## src/common/nvs_pkg.sv

```systemverilog
// nvs_pkg: constants and types for the nonvolatile save/restore sequencer
package nvs_pkg;

  // ***********************************************
  // clock and unit conversion
  // ***********************************************
  localparam int CLK_PERIOD_NS = 100;
  localparam int NS_PER_US = 1000;
  localparam int NS_PER_MS = 1000000;

  // ***********************************************
  // documented times, in their own units
  // ***********************************************
  localparam int WRITE_GRACE_TIME_NS = 25;
  localparam int SAVE_DURATION_MS = 8;
  localparam int RESTORE_DURATION_US = 600;
  localparam int POWERUP_RESTORE_LOW_MS = 40;
  localparam int POWERUP_RESTORE_STD_MS = 20;
  localparam int SOFT_COMMAND_LATENCY_US = 500;
  localparam int SLEEP_ENTRY_LATENCY_MS = 8;
  localparam int WAKE_LATENCY_LOW_MS = 40;
  localparam int WAKE_LATENCY_STD_MS = 20;
  localparam int STANDBY_ENTRY_LATENCY_US = 100;
  localparam int RESUME_AFTER_SAVE_PIN_HIGH_US = 5;
  localparam int SAVE_REQUEST_PULSE_MIN_NS = 15;

  // longest time: round down, never below one cycle
  function automatic int cyc_floor(input int ns);
    return (ns / CLK_PERIOD_NS < 1) ? 1 : ns / CLK_PERIOD_NS;
  endfunction

  // ***********************************************
  // derived cycle counts
  // ***********************************************
  localparam int GRACE_CYC = cyc_floor(WRITE_GRACE_TIME_NS);
  localparam int SAVE_CYC = cyc_floor(SAVE_DURATION_MS * NS_PER_MS);
  localparam int RESTORE_CYC = cyc_floor(RESTORE_DURATION_US * NS_PER_US);
  localparam int PWRUP_LOW_CYC =
    cyc_floor(POWERUP_RESTORE_LOW_MS * NS_PER_MS);
  localparam int PWRUP_STD_CYC =
    cyc_floor(POWERUP_RESTORE_STD_MS * NS_PER_MS);
  localparam int SOFT_CMD_CYC =
    cyc_floor(SOFT_COMMAND_LATENCY_US * NS_PER_US);
  localparam int SLEEP_CYC = cyc_floor(SLEEP_ENTRY_LATENCY_MS * NS_PER_MS);
  localparam int WAKE_LOW_CYC = cyc_floor(WAKE_LATENCY_LOW_MS * NS_PER_MS);
  localparam int WAKE_STD_CYC = cyc_floor(WAKE_LATENCY_STD_MS * NS_PER_MS);
  localparam int STANDBY_CYC =
    cyc_floor(STANDBY_ENTRY_LATENCY_US * NS_PER_US);
  localparam int RESUME_CYC =
    cyc_floor(RESUME_AFTER_SAVE_PIN_HIGH_US * NS_PER_US);

  // counter width, wide enough for the longest count
  localparam int CNT_W = 20;

  // ***********************************************
  // pin synchroniser layout and reset value
  // ***********************************************
  localparam int SYNC_W = 3;
  localparam int SYNC_SUPPLY_LOW = 0;
  localparam int SYNC_PIN_N = 1;
  localparam int SYNC_CS_N = 2;
  localparam logic [SYNC_W-1:0] SYNC_RST = 3'h7;

  // ***********************************************
  // sequencer states
  // ***********************************************
  typedef enum logic [9:0] {
    ST_WAIT_SUPPLY = 10'h001,
    ST_PWRUP = 10'h002,
    ST_READY = 10'h004,
    ST_GRACE = 10'h008,
    ST_SAVE = 10'h010,
    ST_RESTORE = 10'h020,
    ST_PIN_HOLD = 10'h040,
    ST_SLEEP_ENTRY = 10'h080,
    ST_SLEEP = 10'h100,
    ST_WAKE = 10'h200
  } nvs_state_e;

endpackage

```

## src/hdl/nvs_timer.sv

```systemverilog
// nvs_timer: loadable down counter that flags the last cycle of a delay
`timescale 1ns/10ps
module nvs_timer #(
  parameter int CNT_W = 20
) (
  // clock and reset
  input wire logic clk,
  input wire logic rst,
  // control
  input wire logic start,
  input wire logic [CNT_W-1:0] startValue,
  // status
  output logic expired,
  output logic running
);

  logic [CNT_W-1:0] cnt_q;

  always_ff @(posedge clk) begin
    if (rst) begin
      cnt_q <= '0;
    end else if (start) begin
      cnt_q <= startValue;
    end else if (cnt_q != '0) begin
      cnt_q <= cnt_q - 1'b1;
    end
  end

  assign expired = (cnt_q == CNT_W'(1));
  assign running = (cnt_q != '0);

endmodule // nvs_timer

```

## src/hdl/nvs_sequencer.sv

```systemverilog
// nvs_sequencer: save/restore, sleep and standby sequencer of the array
//
// Notes on behaviour
// - skip auto or pin save when array clean
// - accept writes one grace cycle, then block
// - ignore array access while busy or supply low, except writes in the grace cycle
// - block access until save or restore done
// - power-up restore within variant-dependent time
// - soft commands acted on promptly, supply up
// - sleep reached within sleep entry latency
// - ready again within wake latency
// - standby within latency after chip select high
// - resume soon after save pin high
// - array disabled while pin held low
`timescale 1ns/10ps
module nvs_sequencer
  import nvs_pkg::*;
#(
  parameter int SAVE_CYCLES = SAVE_CYC,
  parameter int RESTORE_CYCLES = RESTORE_CYC,
  parameter int PWRUP_LOW_CYCLES = PWRUP_LOW_CYC,
  parameter int PWRUP_STD_CYCLES = PWRUP_STD_CYC,
  parameter int SLEEP_CYCLES = SLEEP_CYC,
  parameter int WAKE_LOW_CYCLES = WAKE_LOW_CYC,
  parameter int WAKE_STD_CYCLES = WAKE_STD_CYC,
  parameter int SOFT_CMD_CYCLES = SOFT_CMD_CYC
) (
  // clock and reset
  input wire logic clk,
  input wire logic rst,
  // asynchronous pins
  input wire logic supplyLow,
  input wire logic saveBusyIn_n,
  input wire logic chipSel_n,
  // commands from the serial decoder
  input wire logic softSaveReq,
  input wire logic softRestoreReq,
  input wire logic sleepReq,
  input wire logic wakeReq,
  input wire logic autoSaveEnable,
  input wire logic lowVoltVariant,
  input wire logic sramWrite,
  // array gating
  output logic readEnable_q,
  output logic writeEnable_q,
  // save/busy open-drain pin
  output logic saveBusyOut_q,
  output logic saveBusyOe_q,
  // status
  output logic opBusy_q,
  output logic sleeping_q,
  output logic standby_q
);

  // ***********************************************
  // pin synchronisers
  // ***********************************************
  logic [SYNC_W-1:0] syncA_q;
  logic [SYNC_W-1:0] syncB_q;
  logic csPrev_q;
  logic supplyLowS;
  logic pinLowS;
  logic csRise;

  always_ff @(posedge clk) begin
    if (rst) begin
      syncA_q <= SYNC_RST;
      syncB_q <= SYNC_RST;
      csPrev_q <= 1'b1;
    end else begin
      syncA_q <= {chipSel_n, saveBusyIn_n, supplyLow};
      syncB_q <= syncA_q;
      csPrev_q <= syncB_q[SYNC_CS_N];
    end
  end

  assign supplyLowS = syncB_q[SYNC_SUPPLY_LOW];
  assign pinLowS = !syncB_q[SYNC_PIN_N];
  assign csRise = syncB_q[SYNC_CS_N] && !csPrev_q;
  // ***********************************************
  // next state
  // ***********************************************
  nvs_state_e stateQ;
  nvs_state_e stateD;
  logic dirty_q;
  logic opStart;
  logic [CNT_W-1:0] opValue;
  logic opExpired;
  logic [CNT_W-1:0] pwrupCnt;
  logic [CNT_W-1:0] wakeCnt;

  assign pwrupCnt = lowVoltVariant ? CNT_W'(PWRUP_LOW_CYCLES)
                                   : CNT_W'(PWRUP_STD_CYCLES);
  assign wakeCnt = lowVoltVariant ? CNT_W'(WAKE_LOW_CYCLES)
                                  : CNT_W'(WAKE_STD_CYCLES);

  always_comb begin
    stateD = stateQ;
    opStart = 1'b0;
    opValue = '0;
    unique case (stateQ)
      ST_WAIT_SUPPLY: if (!supplyLowS) begin
        stateD = ST_PWRUP;
        opStart = 1'b1;
        opValue = pwrupCnt;
      end
      ST_PWRUP: if (opExpired) begin
        stateD = supplyLowS ? ST_WAIT_SUPPLY : ST_PIN_HOLD;
      end
      ST_READY: if (supplyLowS) begin
        // auto save only when enabled and the array changed
        stateD = (autoSaveEnable && dirty_q) ? ST_GRACE
                                             : ST_WAIT_SUPPLY;
      end else if (pinLowS) begin
        stateD = dirty_q ? ST_GRACE : ST_PIN_HOLD;
      end else if (softSaveReq) begin
        stateD = ST_SAVE;
        opStart = 1'b1;
        opValue = CNT_W'(SAVE_CYCLES);
      end else if (softRestoreReq) begin
        stateD = ST_RESTORE;
        opStart = 1'b1;
        opValue = CNT_W'(RESTORE_CYCLES);
      end else if (sleepReq) begin
        stateD = ST_SLEEP_ENTRY;
        opStart = 1'b1;
        opValue = CNT_W'(SLEEP_CYCLES);
      end
      ST_GRACE: begin
        stateD = ST_SAVE;
        opStart = 1'b1;
        opValue = CNT_W'(SAVE_CYCLES);
      end
      // pin hold afterwards lets our own drive drain out of the sync
      ST_SAVE, ST_RESTORE: if (opExpired) begin
        stateD = supplyLowS ? ST_WAIT_SUPPLY : ST_PIN_HOLD;
      end
      ST_PIN_HOLD: if (supplyLowS) begin
        stateD = ST_WAIT_SUPPLY;
      end else if (!pinLowS) begin
        stateD = ST_READY;
      end
      ST_SLEEP_ENTRY: if (opExpired) begin
        stateD = ST_SLEEP;
      end
      ST_SLEEP: if (wakeReq) begin
        stateD = ST_WAKE;
        opStart = 1'b1;
        opValue = wakeCnt;
      end
      ST_WAKE: if (opExpired) begin
        stateD = ST_READY;
      end
      default: stateD = ST_WAIT_SUPPLY;
    endcase
  end
  always_ff @(posedge clk) begin
    if (rst) begin
      stateQ <= ST_WAIT_SUPPLY;
    end else begin
      stateQ <= stateD;
    end
  end
  nvs_timer #(.CNT_W(CNT_W)) opTimer (
    .clk(clk), .rst(rst), .start(opStart), .startValue(opValue),
    .expired(opExpired), .running()
  );
  // ***********************************************
  // written-since-last-operation flag
  // ***********************************************
  logic nvDone;
  assign nvDone = opExpired &&
    (stateQ == ST_SAVE || stateQ == ST_RESTORE || stateQ == ST_PWRUP);
  always_ff @(posedge clk) begin
    if (rst) begin
      dirty_q <= 1'b0;
    end else if (sramWrite && writeEnable_q) begin
      dirty_q <= 1'b1;
    end else if (nvDone) begin
      dirty_q <= 1'b0;
    end
  end
  // ***********************************************
  // array gating and pin drive
  // ***********************************************
  always_ff @(posedge clk) begin
    if (rst) begin
      readEnable_q <= 1'b0;
      writeEnable_q <= 1'b0;
    end else begin
      readEnable_q <= (stateD == ST_READY) && !supplyLowS;
      writeEnable_q <= (stateD == ST_READY || stateD == ST_GRACE)
                       && (!supplyLowS || stateD == ST_GRACE);
    end
  end
  always_ff @(posedge clk) begin
    if (rst) begin
      saveBusyOut_q <= 1'b0;
      saveBusyOe_q <= 1'b0;
      opBusy_q <= 1'b0;
      sleeping_q <= 1'b0;
    end else begin
      saveBusyOut_q <= 1'b0;
      saveBusyOe_q <= stateD == ST_SAVE || stateD == ST_RESTORE
                      || stateD == ST_PWRUP;
      opBusy_q <= stateD != ST_READY;
      sleeping_q <= stateD == ST_SLEEP;
    end
  end
  // ***********************************************
  // standby entry after chip select release
  // ***********************************************
  logic sbExpired;
  // reload while busy so the count starts again on return to ready
  nvs_timer #(.CNT_W(CNT_W)) sbTimer (
    .clk(clk), .rst(rst),
    .start(csRise || (syncB_q[SYNC_CS_N] && stateQ != ST_READY)),
    .startValue(CNT_W'(STANDBY_CYC)), .expired(sbExpired), .running()
  );
  always_ff @(posedge clk) begin
    if (rst) begin
      standby_q <= 1'b0;
    end else if (!syncB_q[SYNC_CS_N] || stateQ != ST_READY) begin
      standby_q <= 1'b0;
    end else if (sbExpired) begin
      standby_q <= 1'b1;
    end
  end
  // ***********************************************
  // checks
  // ***********************************************
  logic [CNT_W-1:0] age_q;
  logic [CNT_W-1:0] csHighAge_q;
  always_ff @(posedge clk) begin
    if (rst || stateD != stateQ) begin
      age_q <= '0;
    end else if (age_q != '1) begin
      age_q <= age_q + 1'b1;
    end
  end
  always_ff @(posedge clk) begin
    if (rst || !syncB_q[SYNC_CS_N] || stateQ != ST_READY) begin
      csHighAge_q <= '0;
    end else if (csHighAge_q != '1) begin
      csHighAge_q <= csHighAge_q + 1'b1;
    end
  end
endmodule // nvs_sequencer

```

## config.mk

```make
export PLATFORM = sky130hd
export DESIGN_NAME = nvs_sequencer
export DESIGN_NICKNAME = d
export VERILOG_FILES = /design/src/common/nvs_pkg.sv /design/src/hdl/nvs_timer.sv /design/src/hdl/nvs_sequencer.sv
export SDC_FILE = /design/constraint.sdc
export NUM_CORES = 1
export LEC_CHECK = 0
export BUFFER_PORTS_ARGS = -buffer_cell sky130_fd_sc_hd__buf_2
export CORE_MARGIN = 5
export CORE_UTILIZATION = 40
export CTS_BUF_LIST = sky130_fd_sc_hd__clkbuf_4 sky130_fd_sc_hd__clkbuf_8
export CTS_CLUSTER_DIAMETER = 150
export DETAILED_ROUTE_END_ITERATION = 7
export GPL_TIMING_DRIVEN = 0
export SLEW_MARGIN = 0
export SYNTH_ARGS = -nofsm -noshare
export SYNTH_HDL_FRONTEND = slang
export SYNTH_SLANG_ARGS = --single-unit
```

## constraint.sdc

```tcl
create_clock -name clk -period 2.8 [get_ports clk]
set_input_delay 0 -clock clk [delete_from_list [all_inputs] [get_ports clk]]
set_output_delay 0 -clock clk [all_outputs]
set_load 0.05 [all_outputs]
```

==> impl_metrics.ini <==
[run_status]
status = completed

[layout]
fin_util = 0.4695
register_area_sq_um = 1281
diodes = 0
drive_gt1_frac = 0.1823
nets = 429
multi_input_area_sq_um = 1933
area.growth.synth_to_final_pct = 15.47
n_fill_cell = 802

[pwr]
p_sw_uw = 1044
p_seq_frac = 0.382
swShare = 0.3329
combPwrFrac = 0.324
power.density_nw_per_um2 = 821.1
p_clk_frac = 0.293
p_leak_uw = 0.001525
vdd_drop_max_v = 0.0002774
intPower_uw = 2092

[yosys]
synth_fp_nets = 395
syn_area_per_cell_sq_um = 8.748
synthCells = 378
ys_types = 66
yosysWarnings = 0
synth_area_sq_um = 3307
netlist_top_cells_count = dfxtp_1, nor2_1, nand2_1
synth_top_area_share = 0.3874
ys_ff_latch = 64
synth-edff-count = 0
synthFlopType = dfxtp_1
netlist_top_cells_area = dfxtp_1, xor2_1, nor2_1
synth_top_area_cell = dfxtp_1
ys_seq_area_frac = 0.3874
synthArstFlopShare = 0
yosysMostFrequentCell = dfxtp_1

[min_path]
hold_path_end = opTimer.cnt_q[16]$_SDFFE_PP0P_
hp-start = lowVoltVariant
hp-class = in -> reg
hold_path_depth = 4

[routing]
num_vias = 2754
post_drt_wl_per_cell_microns = 13.97
antenna_left = 0
firstDrtPassIters = 4
routed_wl_microns = 7294
via_per_inst = 5.276
initialDrtViolationCount = 99
drc = 0

[die]
dieArea_sq_um = 10190
core_region_area_sq_um = 8134
start_util = 0.4066
num_io_pins = 19
die_h_microns = 100.9
die_x_microns = 100.9
rows = 33

[timing]
skew_ns = 0.009252
setup_viol = 0
slew_headroom = 0.2522
slew_viol_final = 0
worst_slew_pin_slew_ns = 1.111
setup_tns_ns = 0
period_share = 0.8975
finalHoldViolations = 0
rsz0062_at_grt = false
max_freq_mhz = 397.9
layout_min_cycle_time_ns = 2.513

[clock_tree]
cts-htree-levels = 3
clkSinkCount = 64
clk_pin_slew_ns = 0.07
root_buffer = clkbuf_8
clk_latency_ns = 0.33
cts_buffers = 9
ctsResizeCount = 0
clk_path_buf_depth = 2
cts_tree = built

[worst_setup_path]
path_class = reg -> reg
r2r_cells = 6
required_ns = 3.06
critPathArrivalTime_ns = 2.77
crit_fanout = 10
start_kind = flop
crit_path_end_kind = flop
rrSetupSlack_ns = 0.29
r2r-end = sbTimer.cnt_q[15]$_SDFFE_PP0P_
crit_start = stateQ[0]$_SDFF_PP1_
r2r_start = stateQ[0]$_SDFF_PP1_

[placement]
hpwl_microns = 5198
gp_routability_congestion = 0.8834
portBuffers = 17

[grt]
grtUsageTotal = 0.1554
grt_pass1_wl_microns = 12950
antenna_found_initial = 0
grt_pass1_vias = 2802
overflow = 0
grt_max_degree = 12

[job]
cap_violations = 0
## worst max-delay path by stage
stage	to	cells after the start
6_report	sbTimer.cnt_q[15]$_SDFFE_PP0P_	6
5_1_grt	sbTimer.cnt_q[15]$_SDFFE_PP0P_	6
4_1_cts	sbTimer.cnt_q[15]$_SDFFE_PP0P_	6
3_5_place_dp	sbTimer.cnt_q[15]$_SDFFE_PP0P_	6
3_3_place_gp	sbTimer.cnt_q[14]$_SDFFE_PP0P_	6
2_1_floorplan	opTimer.cnt_q[17]$_SDFFE_PP0P_	6
## per-stage QoR
stage	total power [uW]	setup slack, ns	hold slack (ns)	instance area (sq um)	std cells
2_1_floorplan	2030	0.7655	0.08923	3307	378
3_3_place_gp	2202	0.3216	0.1855	3523	500
3_5_place_dp	2215	0.3421	0.1866	3523	500
4_1_cts	3159	0.3335	0.05385	3819	522
5_1_grt	3354	0.1197	0.04596	3819	522
6_report	3136	0.2870	0.06865	3819	522
## logic make-up (layout without fill, tap and decap cells)
family                     count (synthesis)  after routing  share of synthesized area
other                                      1              1                   0.001134
and+or+nand+nor                          182            182                     0.3348
xor gates and xnor gates                  32             32                    0.08475
adders and majority gates                  5              5                    0.01892
DFF                                       64             64                     0.3874
muxes                                      1              1                   0.003027
buffers and inverters                     22             61                    0.02800
AOI/OAI and AO/OA                         71             71                     0.1419
## layer usage
metal	share of wire	GRT usage	vias to the layer above
met5	0	0	-
met4	0.0093	0.05624	0
met3	0.031	0.03045	10
met2	0.46	0.2451	52
met1	0.50	0.2107	1269
li1	-	-	1423
## critical path: stages, from the launching register on
cell      delay [ns]
dfxtp_1         0.38
nor4_1          0.48
nand3_1         0.31
o21ai_1         0.52
nand2_1         0.26
clkbuf_1        0.30
a21oi_1         0.19
## cells in the final DEF (no fill, tap or decap), types with 3 or more instances in the layout
| master | instances |
|---|---|
| clkbuf_8 | 11 |
| o21ai_0 | 17 |
| xnor2_1 | 11 |
| nor4_1 | 8 |
| dfxtp_1 | 64 |
| inv_1 | 9 |
| a31oi_1 | 7 |
| or3_1 | 5 |
| nand4_1 | 4 |
| or4_1 | 4 |
| xor2_1 | 21 |
| or4_4 | 5 |
| nor3_1 | 16 |
| or2_2 | 10 |
| clkbuf_1 | 7 |
| buf_2 | 22 |
| nor2_1 | 35 |
| nor4b_1 | 3 |
| nand3_1 | 11 |
| nand2_1 | 32 |
| nor2b_1 | 9 |
| and2_1 | 5 |
| dlygate4sd3_1 | 6 |
| nand3b_1 | 9 |
| ha_1 | 5 |
| a21oi_1 | 22 |
| nand2b_1 | 3 |
## power by group through the flow
| stage | Clock, uW | Combinational (uW) | Sequential [uW] |
|---|---|---|---|
| global placement | 0 | 990 | 1210 |
| finish | 920 | 1020 | 1200 |
| CTS | 942 | 1020 | 1200 |
| floorplan | 0 | 839 | 1190 |
| global route | 991 | 1140 | 1220 |
| detailed placement | 0 | 998 | 1220 |
## registers in the layout, indices dropped and copies added (netlist names)
name	cells
dirty_q	1
sbTimer.cnt_q	20
standby_q	1
writeEnable_q	1
csPrev_q	1
syncB_q	3
stateQ	10
syncA_q	3
opTimer.cnt_q	20
saveBusyOe_q	1
sleeping_q	1
opBusy_q	1
readEnable_q	1
## layout make-up
class	count	area share
inverters	9	0.008847
well taps	105	0.03440
flip-flops and latches	64	0.3355
clock inverters	4	0.01999
repair buffers	23	0.03801
multi-input cells	292	0.5062
clock buffers	12	0.04161
plain buffers	13	0.01540
## timing repair
action	CTS	global route
hold buffers	6	0
buffers inserted	0	0
hold endpoints to repair	6	0
No activity file was read; power rests on OpenSTA's default activity.
